[src/inc/sbcm_pkg.sv]
// shared constants and types of the operating-mode sequencer
package sbcm_pkg;

  // ---------------------------------------------------------------
  // clock and timing
  // ---------------------------------------------------------------
  localparam int CLK_PERIOD_NS   = 8;
  // reset delay time, plain default, nanoseconds
  localparam int RST_DELAY_NS    = 10000;
  // least time, rounded up to whole cycles
  localparam int RST_DELAY_CYC   = (RST_DELAY_NS + CLK_PERIOD_NS - 1) / CLK_PERIOD_NS;
  localparam int DLY_W           = 11;
  // long open window of the watchdog, milliseconds
  localparam int LONG_WINDOW_MS  = 200;
  localparam int LONG_WINDOW_CYC = (LONG_WINDOW_MS * 1000000) / CLK_PERIOD_NS;
  localparam int WIN_W           = 32;

  // ---------------------------------------------------------------
  // mode field codes, counter limits and reset values
  // ---------------------------------------------------------------
  localparam logic [1:0] MODE_NORMAL  = 2'h0;
  localparam logic [1:0] MODE_STOP    = 2'h1;
  localparam logic [1:0] MODE_SLEEP   = 2'h2;
  localparam logic [1:0] MODE_RSV     = 2'h3;
  localparam logic [1:0] CNT_MAX      = 2'h3;
  localparam logic [1:0] FAILS_FO_LATE = 2'h2;
  localparam logic       RST_OUT_N_INIT = 1'h0;
  localparam logic       CORE_ON_INIT   = 1'h1;

  // ---------------------------------------------------------------
  // operating modes, one-hot
  // ---------------------------------------------------------------
  typedef enum logic [5:0] {
    ST_INIT     = 6'h01,
    ST_NORMAL   = 6'h02,
    ST_STOP     = 6'h04,
    ST_SLEEP    = 6'h08,
    ST_RESTART  = 6'h10,
    ST_FAILSAFE = 6'h20
  } sbcm_state_e;

  // ---------------------------------------------------------------
  // whole state of the sequencer
  // ---------------------------------------------------------------
  typedef struct packed {
    sbcm_state_e        st;
    logic [1:0]         mode;
    logic               rst_n;
    logic               pd;
    logic               fo;
    logic               core;
    logic               cfg_ok;
    logic               cfg1;
    logic               failure_count_select_bit;
    logic               dev;
    logic [DLY_W-1:0]   dly;
    logic [WIN_W-1:0]   win;
    logic               win_on;
    logic [1:0]         fails;
    logic [1:0]         wd_rsts;
    logic               wd_flag;
  } sbcm_state_s;

endpackage

[src/logic/sbcm_mode_latch.sv]
// operating-mode state machine with power-up configuration latch
`timescale 1ns/1ps

module sbcm_mode_latch #(
  parameter int LONG_WINDOW_CYC = sbcm_pkg::LONG_WINDOW_CYC
) (
  // clock, power-on reset, clock enable
  input  wire logic       CLK,
  input  wire logic       NRST,
  input  wire logic       CE,
  // command side
  input  wire logic       SPI_CMD_STB,
  input  wire logic       SPI_MODE_WR,
  input  wire logic [1:0] SPI_MODE,
  input  wire logic       FAILURE_COUNT_SELECT_BIT,
  input  wire logic       IO_OVERVOLTAGE_RESET_ENABLE,
  input  wire logic       MAX_THREE_RESETS,
  input  wire logic       POWER_ON_FLAG,
  // watchdog events
  input  wire logic       WD_TRIGGER,
  input  wire logic       WD_FAIL_IN,
  // supervision and pins
  input  wire logic       IO_SUPPLY_OK,
  input  wire logic       IO_OVERVOLTAGE_FLAG,
  input  wire logic       THERMAL_SHUTDOWN_LEVEL_TWO,
  input  wire logic       WAKE_EVENT,
  input  wire logic       TEST_PIN_IN,
  input  wire logic       INTERRUPT_PIN_IN,
  // mode and pin outputs
  output logic      [5:0] OP_MODE,
  output logic      [1:0] MODE_FIELD,
  output logic            RESET_OUT_N,
  output logic            INTERRUPT_PD_EN,
  output logic            FAIL_OUTPUT,
  output logic            CORE_SUPPLY_EN,
  output logic            DEV_MODE,
  output logic            WD_RUNNING,
  output logic            WD_FAIL_FLAG,
  // latched configuration
  output logic            PULLUP_CONFIG_STATE_BIT,
  output logic            FAILURE_COUNT_STATE_BIT
);

  sbcm_pkg::sbcm_state_s q_r;
  sbcm_pkg::sbcm_state_s q_nxt;
  logic                  act_ok;
  logic                  dly_done;
  logic                  win_exp;
  logic                  wd_ev;
  logic                  ov_ev;
  logic [1:0]            fails_inc;

  // ---------------------------------------------------------------
  // helpers
  // ---------------------------------------------------------------
  // saturating two-bit increment
  function automatic logic [1:0] sat_inc(input logic [1:0] v);
    sat_inc = (v == sbcm_pkg::CNT_MAX) ? v : v + 2'h1;
  endfunction

  // enter restart: reset asserted, mode field cleared
  function automatic sbcm_pkg::sbcm_state_s go_restart(input sbcm_pkg::sbcm_state_s s);
    sbcm_pkg::sbcm_state_s r;
    r        = s;
    r.st     = sbcm_pkg::ST_RESTART;
    r.mode   = sbcm_pkg::MODE_NORMAL;
    r.rst_n  = 1'b0;
    r.core   = 1'b1;
    r.dly    = '0;
    r.win_on = 1'b0;
    return r;
  endfunction

  // enter fail-safe: core supply off, reset asserted
  function automatic sbcm_pkg::sbcm_state_s go_failsafe(input sbcm_pkg::sbcm_state_s s);
    sbcm_pkg::sbcm_state_s r;
    r        = s;
    r.st     = sbcm_pkg::ST_FAILSAFE;
    r.rst_n  = 1'b0;
    r.core   = 1'b0;
    r.pd     = 1'b0;
    r.dly    = '0;
    r.win_on = 1'b0;
    return r;
  endfunction

  // ---------------------------------------------------------------
  // event decode
  // ---------------------------------------------------------------
  assign act_ok    = (q_r.st == sbcm_pkg::ST_NORMAL) || (q_r.st == sbcm_pkg::ST_STOP) ||
                     (q_r.st == sbcm_pkg::ST_INIT);
  assign dly_done  = !q_r.rst_n && IO_SUPPLY_OK &&
                     ((q_r.st == sbcm_pkg::ST_INIT) || (q_r.st == sbcm_pkg::ST_RESTART)) &&
                     (q_r.dly == sbcm_pkg::DLY_W'(sbcm_pkg::RST_DELAY_CYC - 1));
  assign win_exp   = q_r.win_on && q_r.rst_n && !WD_TRIGGER &&
                     (q_r.win == sbcm_pkg::WIN_W'(LONG_WINDOW_CYC - 1));
  // watchdog failures are ignored while development mode holds
  assign wd_ev     = !q_r.dev && q_r.rst_n && act_ok &&
                     (win_exp || (WD_FAIL_IN && !q_r.win_on));
  assign ov_ev     = IO_OVERVOLTAGE_RESET_ENABLE && IO_OVERVOLTAGE_FLAG && q_r.rst_n &&
                     ((q_r.st == sbcm_pkg::ST_NORMAL) || (q_r.st == sbcm_pkg::ST_STOP));
  assign fails_inc = sat_inc(q_r.fails);

  // ---------------------------------------------------------------
  // next-state logic
  // ---------------------------------------------------------------
  always_comb
  begin
    q_nxt = q_r;
    // reset delay counting and weak pull-down on the interrupt pin
    q_nxt.pd = !q_r.rst_n && IO_SUPPLY_OK && (!q_r.cfg_ok || POWER_ON_FLAG) &&
               ((q_r.st == sbcm_pkg::ST_INIT) || (q_r.st == sbcm_pkg::ST_RESTART));
    if (!q_r.rst_n && IO_SUPPLY_OK && !dly_done &&
        ((q_r.st == sbcm_pkg::ST_INIT) || (q_r.st == sbcm_pkg::ST_RESTART)))
    begin
      q_nxt.dly = q_r.dly + sbcm_pkg::DLY_W'(1);
    end
    // reset output release, configuration latch, long open window
    if (dly_done)
    begin
      q_nxt.rst_n  = 1'b1;
      q_nxt.pd     = 1'b0;
      q_nxt.dly    = '0;
      q_nxt.win    = '0;
      q_nxt.win_on = (q_r.st == sbcm_pkg::ST_INIT) ? TEST_PIN_IN : !q_r.dev;
      if (!q_r.cfg_ok || POWER_ON_FLAG)
      begin
        q_nxt.cfg_ok = 1'b1;
        q_nxt.cfg1   = INTERRUPT_PIN_IN;
        q_nxt.failure_count_select_bit   = FAILURE_COUNT_SELECT_BIT;
      end
      q_nxt.dev = (q_r.st == sbcm_pkg::ST_INIT) ? !TEST_PIN_IN : q_r.dev;
      q_nxt.st  = (q_r.st == sbcm_pkg::ST_INIT) ? q_r.st : sbcm_pkg::ST_NORMAL;
    end
    // long open window count; a valid trigger closes it and clears the reset count
    if (q_r.win_on && q_r.rst_n && !WD_TRIGGER && !win_exp)
    begin
      q_nxt.win = q_r.win + sbcm_pkg::WIN_W'(1);
    end
    if (WD_TRIGGER && q_r.rst_n)
    begin
      q_nxt.win_on  = 1'h0;
      q_nxt.wd_rsts = 2'h0;
    end

    if (THERMAL_SHUTDOWN_LEVEL_TWO)
    begin
      q_nxt = go_failsafe(q_nxt);
    end
    else if (wd_ev)
    begin
      q_nxt.fails   = fails_inc;
      q_nxt.wd_flag = 1'b1;
      if (q_r.failure_count_select_bit || (fails_inc >= sbcm_pkg::FAILS_FO_LATE))
      begin
        q_nxt.fo = 1'b1;
      end
      if (q_r.cfg1)
      begin
        if (MAX_THREE_RESETS && (q_r.wd_rsts == sbcm_pkg::CNT_MAX))
        begin
          q_nxt.win_on = 1'b0;
        end
        else
        begin
          q_nxt         = go_restart(q_nxt);
          q_nxt.wd_rsts = sat_inc(q_r.wd_rsts);
        end
      end
      else if (!q_r.failure_count_select_bit && (fails_inc == 2'h1))
      begin
        q_nxt = go_restart(q_nxt);
      end
      else
      begin
        q_nxt    = go_failsafe(q_nxt);
        q_nxt.fo = 1'b1;
      end
    end
    else if (ov_ev)
    begin
      q_nxt.fo = 1'b1;
      q_nxt    = q_r.cfg1 ? go_restart(q_nxt) : go_failsafe(q_nxt);
    end
    else
    begin
      case (q_r.st)
        sbcm_pkg::ST_INIT:
        begin
          if (q_r.rst_n && SPI_CMD_STB)
          begin
            q_nxt.st = sbcm_pkg::ST_NORMAL;
          end
        end
        sbcm_pkg::ST_NORMAL:
        begin
          if (!IO_SUPPLY_OK)
          begin
            q_nxt = go_restart(q_nxt);
          end
          else if (SPI_MODE_WR && (SPI_MODE == sbcm_pkg::MODE_STOP))
          begin
            q_nxt.st   = sbcm_pkg::ST_STOP;
            q_nxt.mode = sbcm_pkg::MODE_STOP;
          end
          else if (SPI_MODE_WR && (SPI_MODE == sbcm_pkg::MODE_SLEEP))
          begin
            q_nxt.st     = sbcm_pkg::ST_SLEEP;
            q_nxt.mode   = sbcm_pkg::MODE_SLEEP;
            q_nxt.rst_n  = 1'b0;
            q_nxt.core   = 1'b0;
            q_nxt.win_on = 1'b0;
          end
        end
        sbcm_pkg::ST_STOP:
        begin
          if (!IO_SUPPLY_OK || (SPI_MODE_WR && (SPI_MODE == sbcm_pkg::MODE_SLEEP)))
          begin
            q_nxt = go_restart(q_nxt);
          end
          else if (SPI_MODE_WR && (SPI_MODE == sbcm_pkg::MODE_NORMAL))
          begin
            q_nxt.st   = sbcm_pkg::ST_NORMAL;
            q_nxt.mode = sbcm_pkg::MODE_NORMAL;
          end
        end
        sbcm_pkg::ST_SLEEP, sbcm_pkg::ST_FAILSAFE:
        begin
          if (WAKE_EVENT)
          begin
            q_nxt = go_restart(q_nxt);
          end
        end
        sbcm_pkg::ST_RESTART:
        begin
          q_nxt.mode = sbcm_pkg::MODE_NORMAL;
        end
        default:
        begin
          q_nxt = go_restart(q_nxt);
        end
      endcase
    end
  end

  // ---------------------------------------------------------------
  // state register, frozen while CE is low
  // ---------------------------------------------------------------
  always_ff @(posedge CLK or negedge NRST)
  begin
    if (!NRST)
    begin
      q_r         <= '0;
      q_r.st      <= sbcm_pkg::ST_INIT;
      q_r.mode    <= sbcm_pkg::MODE_NORMAL;
      q_r.rst_n   <= sbcm_pkg::RST_OUT_N_INIT;
      q_r.core    <= sbcm_pkg::CORE_ON_INIT;
    end
    else if (CE)
    begin
      q_r <= q_nxt;
    end
  end

  // ---------------------------------------------------------------
  // outputs straight from the state register
  // ---------------------------------------------------------------
  assign OP_MODE                 = q_r.st;
  assign MODE_FIELD              = q_r.mode;
  assign RESET_OUT_N             = q_r.rst_n;
  assign INTERRUPT_PD_EN         = q_r.pd;
  assign FAIL_OUTPUT             = q_r.fo;
  assign CORE_SUPPLY_EN          = q_r.core;
  assign DEV_MODE                = q_r.dev;
  assign WD_RUNNING              = q_r.win_on;
  assign WD_FAIL_FLAG            = q_r.wd_flag;
  assign PULLUP_CONFIG_STATE_BIT = q_r.cfg1;
  assign FAILURE_COUNT_STATE_BIT = q_r.failure_count_select_bit;
endmodule

[config.mk]
export PLATFORM = sky130hd
export DESIGN_NAME = sbcm_mode_latch
export DESIGN_NICKNAME = d
export VERILOG_FILES = /design/src/inc/sbcm_pkg.sv /design/src/logic/sbcm_mode_latch.sv
export SDC_FILE = /design/constraint.sdc
export NUM_CORES = 1
export LEC_CHECK = 0
export BUFFER_PORTS_ARGS = -buffer_cell sky130_fd_sc_hd__buf_2
export CAP_MARGIN = 20
export CORE_MARGIN = 8
export CORE_UTILIZATION = 35
export CTS_CLUSTER_DIAMETER = 80
export CTS_CLUSTER_SIZE = 25
export DETAILED_ROUTE_END_ITERATION = 10
export PLACE_DENSITY = 0.49
export SLEW_MARGIN = 20
export SYNTH_ARGS = -nofsm -noshare
export SYNTH_HDL_FRONTEND = slang
export SYNTH_SLANG_ARGS = --single-unit
[constraint.sdc]
create_clock -name CLK -period 7.3 [get_ports CLK]
set_input_delay 0.365 -clock CLK [delete_from_list [all_inputs] [get_ports CLK]]
set_output_delay 0.365 -clock CLK [all_outputs]
set_load 0.01 [all_outputs]
# Yosys cells after proc, flatten, opt, wreduce, memory -nomap -nowiden
# Cells that the tools add are included.
dict set report totals {
  reg_bits 65
  word_cells 141
}
dict set report op_classes {
  n_addsub 4
  bitwise 1
  order_cmp 1
  reduce_logical 51
  n_mux 41
  eq_ne 27
}
# op count
set op_table {}
lappend op_table {{2-to-1 mux 65 bit} 7}
lappend op_table {{one-hot mux 57 bit (4 select lines)} 1}
lappend op_table {{2-to-1 mux 59 bit} 1}
lappend op_table {{2-to-1 mux 57 bit} 1}
lappend op_table {{2-to-1 mux 48 bit} 1}
lappend op_table {{2-to-1 mux 43 bit} 1}
lappend op_table {{adder 32 x 1 -> 32 bit (second input constant)} 1}
lappend op_table {{equality test 32 x 25 -> 1 bit (second input constant)} 1}
lappend op_table {{2-to-1 mux 32 bit} 1}
lappend op_table {{one-hot mux 6 bit (5 select lines)} 1}
lappend op_table {{logical AND 1 bit} 25}
lappend op_table {{2-to-1 mux 8 bit} 3}
lappend op_table {{2-to-1 mux 6 bit} 3}
lappend op_table {{2-to-1 mux 9 bit} 2}
lappend op_table {{adder 11 x 1 -> 11 bit (second input constant)} 1}
lappend op_table {{equality test 11 bit (second input constant)} 1}
lappend op_table {{2-to-1 mux 1 bit} 11}
lappend op_table {{2-to-1 mux 11 bit} 1}
lappend op_table {{logical NOT 1 bit} 10}
lappend op_table {{inequality test 5 x 4 -> 1 bit (second input constant)} 2}
lappend op_table {{inequality test 3 bit (second input constant)} 3}
lappend op_table {{AND reduction 9 bit} 1}
lappend op_table {{2-to-1 mux 2 bit} 4}
lappend op_table {{inequality test 4 bit (second input constant)} 2}
lappend op_table {{other kinds (27)} 40}

# Longest topological paths before layout
dict set report logic_depth {
  ltp_word 17
  ltp_mapped 9
  ltp_nobuf 9
}

# Least setup slack after synthesis
# Ideal clock, no wire load.
dict set report synth_path {
  path_type {register -> register}
  start {reg q_r (netlist bit OP_MODE[0])}
  end {reg q_r[48] (netlist name)}
  setup_slack_ns 4.986
  arrival_time_ns 2.178
  setup_time_ns 0.136
  path_stages_with_launch 10
  path_buffers 2
  required_time_ns 7.164
  cell_sequence {dfstp_2 > buf_2 > xor2_1 > and3_1 > buf_4 > nand4_2 > or2_1 > or4_4 > nand4_1 > o311ai_2}
}
dict set report synth_via {
  elab_chain_cells 14
}
# item line
set synth_rtl {}
lappend synth_rtl {{start, declared} sbcm_mode_latch.sv:44} ;# sbcm_pkg::sbcm_state_s q_r;
lappend synth_rtl {{start signal, assigned} sbcm_mode_latch.sv:261} ;# q_r <= q_nxt;
lappend synth_rtl {{equality test 6 x 1 -> 1 bit / equality test 6 x 5 -> 1 bit (equally long branches)} n/a}
lappend synth_rtl {{logical OR 1 bit} {sbcm_mode_latch.sv:93, sbcm_mode_latch.sv:114}}
lappend synth_rtl {{logical AND 1 bit} sbcm_mode_latch.sv:92} ;# assign dly_done = !q_r.rst_n && IO_SUPPLY_OK &&
lappend synth_rtl {{logical AND 1 bit} sbcm_mode_latch.sv:93} ;# ((q_r.st == sbcm_pkg::ST_INIT) || (q_r.st == sbcm_pkg::ST_RESTART)) &&
lappend synth_rtl {{logical NOT 1 bit} sbcm_mode_latch.sv:113} ;# if (!q_r.rst_n && IO_SUPPLY_OK && !dly_done &&
lappend synth_rtl {{logical AND 1 bit (2 in series)} sbcm_mode_latch.sv:113}
lappend synth_rtl {{2-to-1 mux 11 bit} sbcm_mode_latch.sv:113}
lappend synth_rtl {{2-to-1 mux 48 bit} sbcm_mode_latch.sv:119} ;# if (dly_done)
lappend synth_rtl {{2-to-1 mux 65 bit (tied with other cells)} sbcm_mode_latch.sv:229} ;# if (WAKE_EVENT)
lappend synth_rtl {{one-hot mux 57 bit (4 select lines)} sbcm_mode_latch.sv:187} ;# case (q_r.st)
lappend synth_rtl {{2-to-1 mux 65 bit} sbcm_mode_latch.sv:180} ;# else if (ov_ev)
lappend synth_rtl {{2-to-1 mux 65 bit *} sbcm_mode_latch.sv:150} ;# else if (wd_ev)
lappend synth_rtl {{2-to-1 mux 65 bit *} sbcm_mode_latch.sv:146} ;# if (THERMAL_SHUTDOWN_LEVEL_TWO)
# Mark *: on every way between the ends. The rest lies on a longest branch, timed or not. The select of a mux whose other input is x is not followed.
# A chain may end at the register's enable or synchronous reset.

# Final worst setup path
dict set report layout_path {
  start {reg q_r (netlist bit OP_MODE[1])}
  end {reg q_r[36] (netlist name)}
}
dict set report layout_via {
  elab_chain_cells 11
}
# item line
set layout_rtl {}
lappend layout_rtl {{equality test 6 x 1 -> 1 bit / equality test 6 x 5 -> 1 bit (equally long branches)} {sbcm_mode_latch.sv:91, sbcm_mode_latch.sv:93, sbcm_mode_latch.sv:187}}
lappend layout_rtl {{logical OR 1 bit} sbcm_mode_latch.sv:93}
lappend layout_rtl {{logical AND 1 bit} sbcm_mode_latch.sv:92}
lappend layout_rtl {{logical AND 1 bit} sbcm_mode_latch.sv:93}
lappend layout_rtl {{2-to-1 mux 48 bit} sbcm_mode_latch.sv:119}
lappend layout_rtl {{2-to-1 mux 32 bit} sbcm_mode_latch.sv:136} ;# if (q_r.win_on && q_r.rst_n && !WD_TRIGGER && !win_exp)
lappend layout_rtl {{2-to-1 mux 65 bit (tied with other cells)} sbcm_mode_latch.sv:229}
lappend layout_rtl {{one-hot mux 57 bit (4 select lines)} sbcm_mode_latch.sv:187}
lappend layout_rtl {{2-to-1 mux 65 bit} sbcm_mode_latch.sv:180}
lappend layout_rtl {{2-to-1 mux 65 bit} sbcm_mode_latch.sv:150}
lappend layout_rtl {{2-to-1 mux 65 bit *} sbcm_mode_latch.sv:146}
# Marked as above.

==> results_tabular.tex <==
\begin{tabular}{lr}
\hline
Metric & Value \\
\hline
\multicolumn{2}{l}{\textbf{Place}} \\
\quad Input/output buffers & 35 \\
\quad Cell Area, Placed & $\sim$4300 um2 \\
\quad Routability Congestion & $\sim$0.86 \\
\quad Post-detailed-placement half-perimeter wirelength & 7390 um \\
\multicolumn{2}{l}{\textbf{Floorplan}} \\
\quad Area of the die & between 15000 and 20000 um2 \\
\quad Boundary Pins & 36 \\
\quad Horizontal die dimension & 124 um \\
\quad Die Span Y & 124 um \\
\quad Starting density of the core & approximately 36\% \\
\quad Std cell rows & 39 \\
\quad Placeable core region & 11400 um2 \\
\multicolumn{2}{l}{\textbf{Layout}} \\
\quad Most flops, register & q\_r \\
\quad Highest-count cells in the layout ignoring fill and taps & dfrtp\_1 (63), nor2\_1 (54), nand2\_1 (44), buf\_2 (35), a21oi\_1 (21) \\
\quad Flip-flop count of the largest register, all copies and words added & 48 \\
\quad Leading cell type in the layout, fill and taps excluded & dfrtp\_1 \\
\quad Number of nets in the layout & 496 \\
\quad Final non-filler cell area & 4540 um2 \\
\quad Syn-to-layout area delta & 11.7\% \\
\quad Count of antenna diodes in the layout & 0 \\
\quad Share of post-route cells with drive strength above 1 & $\sim$17\% \\
\quad Number of filler cells placed in the layout & 1156 \\
\quad End-of-flow core utilization & 39.9\% \\
\multicolumn{2}{l}{\textbf{Worst setup path}} \\
\quad Endpoint class of the critical path & register \\
\quad Reg2reg path depth & 7 \\
\quad Data required time of the critical path & 7.51 ns \\
\quad CP max-delay cell & nor3\_4 \\
\quad Largest driver fanout on the critical path & 23 \\
\quad Launching point of the worst reg2reg path & OP\_MODE[1] \\
\quad Dominant delay contributor by cell family on the critical path & simple AND/OR/NAND/NOR gates \\
\quad Buffers and inverters on the worst path & 0 \\
\quad Reg2reg setup slack & 4.22 ns \\
\quad Critical path, cell by cell & nor4b\_4 > nand3\_1 > nor3\_4 > o21ai\_2 > or4\_1 > xor2\_1 > nor2\_1 \\
\quad Kind of start point of the critical path & register \\
\quad Classification of the worst setup path & register to register \\
\quad Capture point of the worst reg-to-reg path & q\_r[36] \\
\quad Data arrival time of the critical path & 3.29 ns \\
\quad Delay contributed by the slowest stage of the critical path & $\sim$0.76 ns \\
\multicolumn{2}{l}{\textbf{STA}} \\
\quad Worst slew slack as a fraction of its limit & between 40\% and 50\% \\
\quad Setup repair after global routing missed its margin & no \\
\quad Fin crit period & $\sim$3.1 ns \\
\quad Final setup fails & 0 \\
\quad Total count of max-transition violations in the final report & 0 \\
\quad Layout Skew & 0.00919 ns \\
\quad Top achievable clock speed & between 0.3 and 0.4 GHz \\
\quad Hold Worst Slack & 0.194 ns \\
\quad Final worst path period share & between 40\% and 50\% \\
\quad Hold violation total from the final report & 0 \\
\quad Transition time of the tightest slew-check pin & 0.891 ns \\
\quad Final total negative setup slack & 0 ns \\
\multicolumn{2}{l}{\textbf{Logic synthesis}} \\
\quad Post-Synthesis Cell Area & around 4000 um2 \\
\quad Sequential cell area fraction in the yosys report & 40.1\% \\
\quad Netlist cell types & 69 \\
\quad Number of synthesized flops with an enable pin & 0 \\
\quad Warning count from the yosys run & 0 \\
\quad Share of synthesized registers carrying an async set or reset & 100\% \\
\quad Flip-flop and latch count after synthesis & 65 \\
\quad Post-Synthesis Net Count & 474 \\
\quad Number of instances in the synthesized netlist & between 400 and 500 \\
\quad Synthesized area per cell & 9.01 um2 \\
\quad Most frequently used flop master after synthesis & dfrtp\_1 \\
\multicolumn{2}{l}{\textbf{Flow run}} \\
\quad Number of max-cap violations & 0 \\
\multicolumn{2}{l}{\textbf{Clock network}} \\
\quad Clock tree from TritonCTS & done \\
\quad TritonCTS sink count & 65 \\
\quad CTS HTree Levels & 3 \\
\quad Number of instances resized during post-cts repair & 0 \\
\quad Post-CTS setup buffer count & 0 \\
\quad CTS Hold Bufs & 0 \\
\quad Clock Root Buffer & clkbuf\_16 \\
\quad Number of buffers created by CTS & 9 \\
\quad Clock insertion delay at the later pin of the skew report & 0.33 ns \\
\quad CTS max path bufs & 2 \\
\quad Clock transition at the registers of the reported paths & 0.05 ns \\
\multicolumn{2}{l}{\textbf{Global routing}} \\
\quad Initial antenna violation count & 0 \\
\quad Overflow after GRT & 0 \\
\quad Global-route wire length before repair & 17600 um \\
\quad Overall routing resource usage & between 10 and 15\% \\
\quad Via count of the first global-routing pass & 3363 \\
\quad Pin count of the biggest net entering global routing & 66 \\
\multicolumn{2}{l}{\textbf{Power and ir drop}} \\
\quad Sequential share of power & about 45\% \\
\quad Switching power as a share of total power & 25.2\% \\
\quad Cell internal pwr & 0.628 mW \\
\quad Net load switching power & 0.211 mW \\
\quad Worst supply voltage drop on vdd & 0.0953 mV \\
\quad Total power divided by cell area & 185 nW/um2 \\
\quad Proportion of power drawn by the clock network & 46.3\% \\
\quad Comb power frac & 9.2\% \\
\quad Total leakage power & 1.95 nW \\
\multicolumn{2}{l}{\textbf{Detailed routing}} \\
\quad Total via count in the routed design & approximately 3400 \\
\quad Pre-antenna DRT Iters & 4 \\
\quad DR iter-0 viols & 226 \\
\quad ANT nets after route & 0 \\
\quad Routed length per placed instance & around 17 um \\
\quad Avg Vias per Cell & 5.51 \\
\quad DRC violation count after routing & 0 \\
\quad Wire length reported by the detailed router & 10500 um \\
\multicolumn{2}{l}{\textbf{Hold path}} \\
\quad Worst hold path class & input port to async pin \\
\multicolumn{2}{l}{\textbf{Status}} \\
\quad Run status & finished clean \\
\hline
\end{tabular}
power groups by stage:
stage                     logic, mW  registers (mW)  clock network, mW
after CTS                    0.0776           0.373              0.403
after detailed placement     0.0772           0.380                  0
final                        0.0770           0.373              0.389
after global routing         0.0858           0.374              0.418
after floorplan              0.0578           0.373                  0
after global placement       0.0779           0.379                  0
cells in the mapped netlist (2+ instances only):
master,instances,area (um2)
and4_1,5,43.8
a211oi_1,2,15.0
and3b_1,2,17.5
ha_1,4,50.1
and3_1,8,50.1
buf_2,4,20.0
o21ai_2,2,17.5
nand3_1,18,90.1
a31oi_1,3,18.8
nand2_1,44,165
a21oi_1,21,105
nand4_1,15,93.8
o22ai_1,8,50.1
o21a_1,2,15.0
dfrtp_1,63,1580
a21o_1,3,22.5
nor3_2,2,20.0
nor2b_1,6,37.5
o211ai_1,5,37.5
xor2_1,17,149
buf_4,13,97.6
o311ai_2,4,65.1
inv_1,13,48.8
nor3b_1,4,30.0
or3_1,5,31.3
nor4_1,7,43.8
o31ai_1,2,15.0
o2111ai_1,2,17.5
nand4_2,2,25.0
nor2_1,54,203
o32ai_1,2,17.5
nand2b_1,7,43.8
clkbuf_1,8,30.0
mux2_2,3,33.8
nor3_1,16,80.1
o21ai_0,14,70.1
a2111oi_0,2,17.5
a31o_2,4,35.0
a22o_1,2,17.5
nor4b_1,2,17.5
dfstp_2,2,52.6
o2bb2ai_1,3,26.3
xnor2_1,20,175
cells by family (layout without fill, tap and decap cells):
| kind of cell | after synthesis | in the layout | share of synthesized area, % |
|---|---|---|---|
| adder cells (fa/ha/maj) | 4 | 4 | 1.23 |
| XOR/XNOR | 37 | 37 | 7.97 |
| AND/OR/NAND/NOR | 210 | 210 | 28.3 |
| buffers and inverters | 40 | 66 | 5.20 |
| flip-flops | 65 | 65 | 40.1 |
| multiplexers | 4 | 4 | 1.08 |
| AO/OA/AOI/OAI | 91 | 91 | 16.1 |
cell type report:
class	count	area [um2]	share of cell area (%)
tap	143	179	3.94
inverter	14	52.6	1.16
clock inverter	3	17.5	0.386
timing repair buffer	37	190	4.19
sequential	65	1630	35.9
multi-input combinational	346	2220	49.0
clock buffer	12	246	5.43
layer usage:
layer  vias up  global-route usage, %  wire (um)
met5         -                      0          0
li1       1668                      -          -
met2        79                   23.8       5050
met3        12                   3.08        475
met4         0                   5.34        127
met1      1655                   18.8       4810
worst max-delay path by stage:
stage	start	endpoint	slack [ns]	depth (start not counted)
after global placement	OP_MODE[1]	q_r[36]	4.28	7
after detailed placement	OP_MODE[1]	q_r[36]	4.26	7
after global routing	OP_MODE[0]	q_r[36]	3.93	7
final	OP_MODE[1]	q_r[36]	4.22	7
after floorplan	OP_MODE[0]	q_r[48]	4.99	9
after CTS	OP_MODE[1]	q_r[36]	4.25	7
metrics by stage:
step	instances	setup WS, ns	total power, mW
finish	620	4.22	0.839
global route	620	3.93	0.878
CTS	620	4.25	0.854
detailed placement	605	4.26	0.457
global placement	605	4.28	0.457
floorplan	451	4.99	0.431
(Power assumes the default switching activity.)
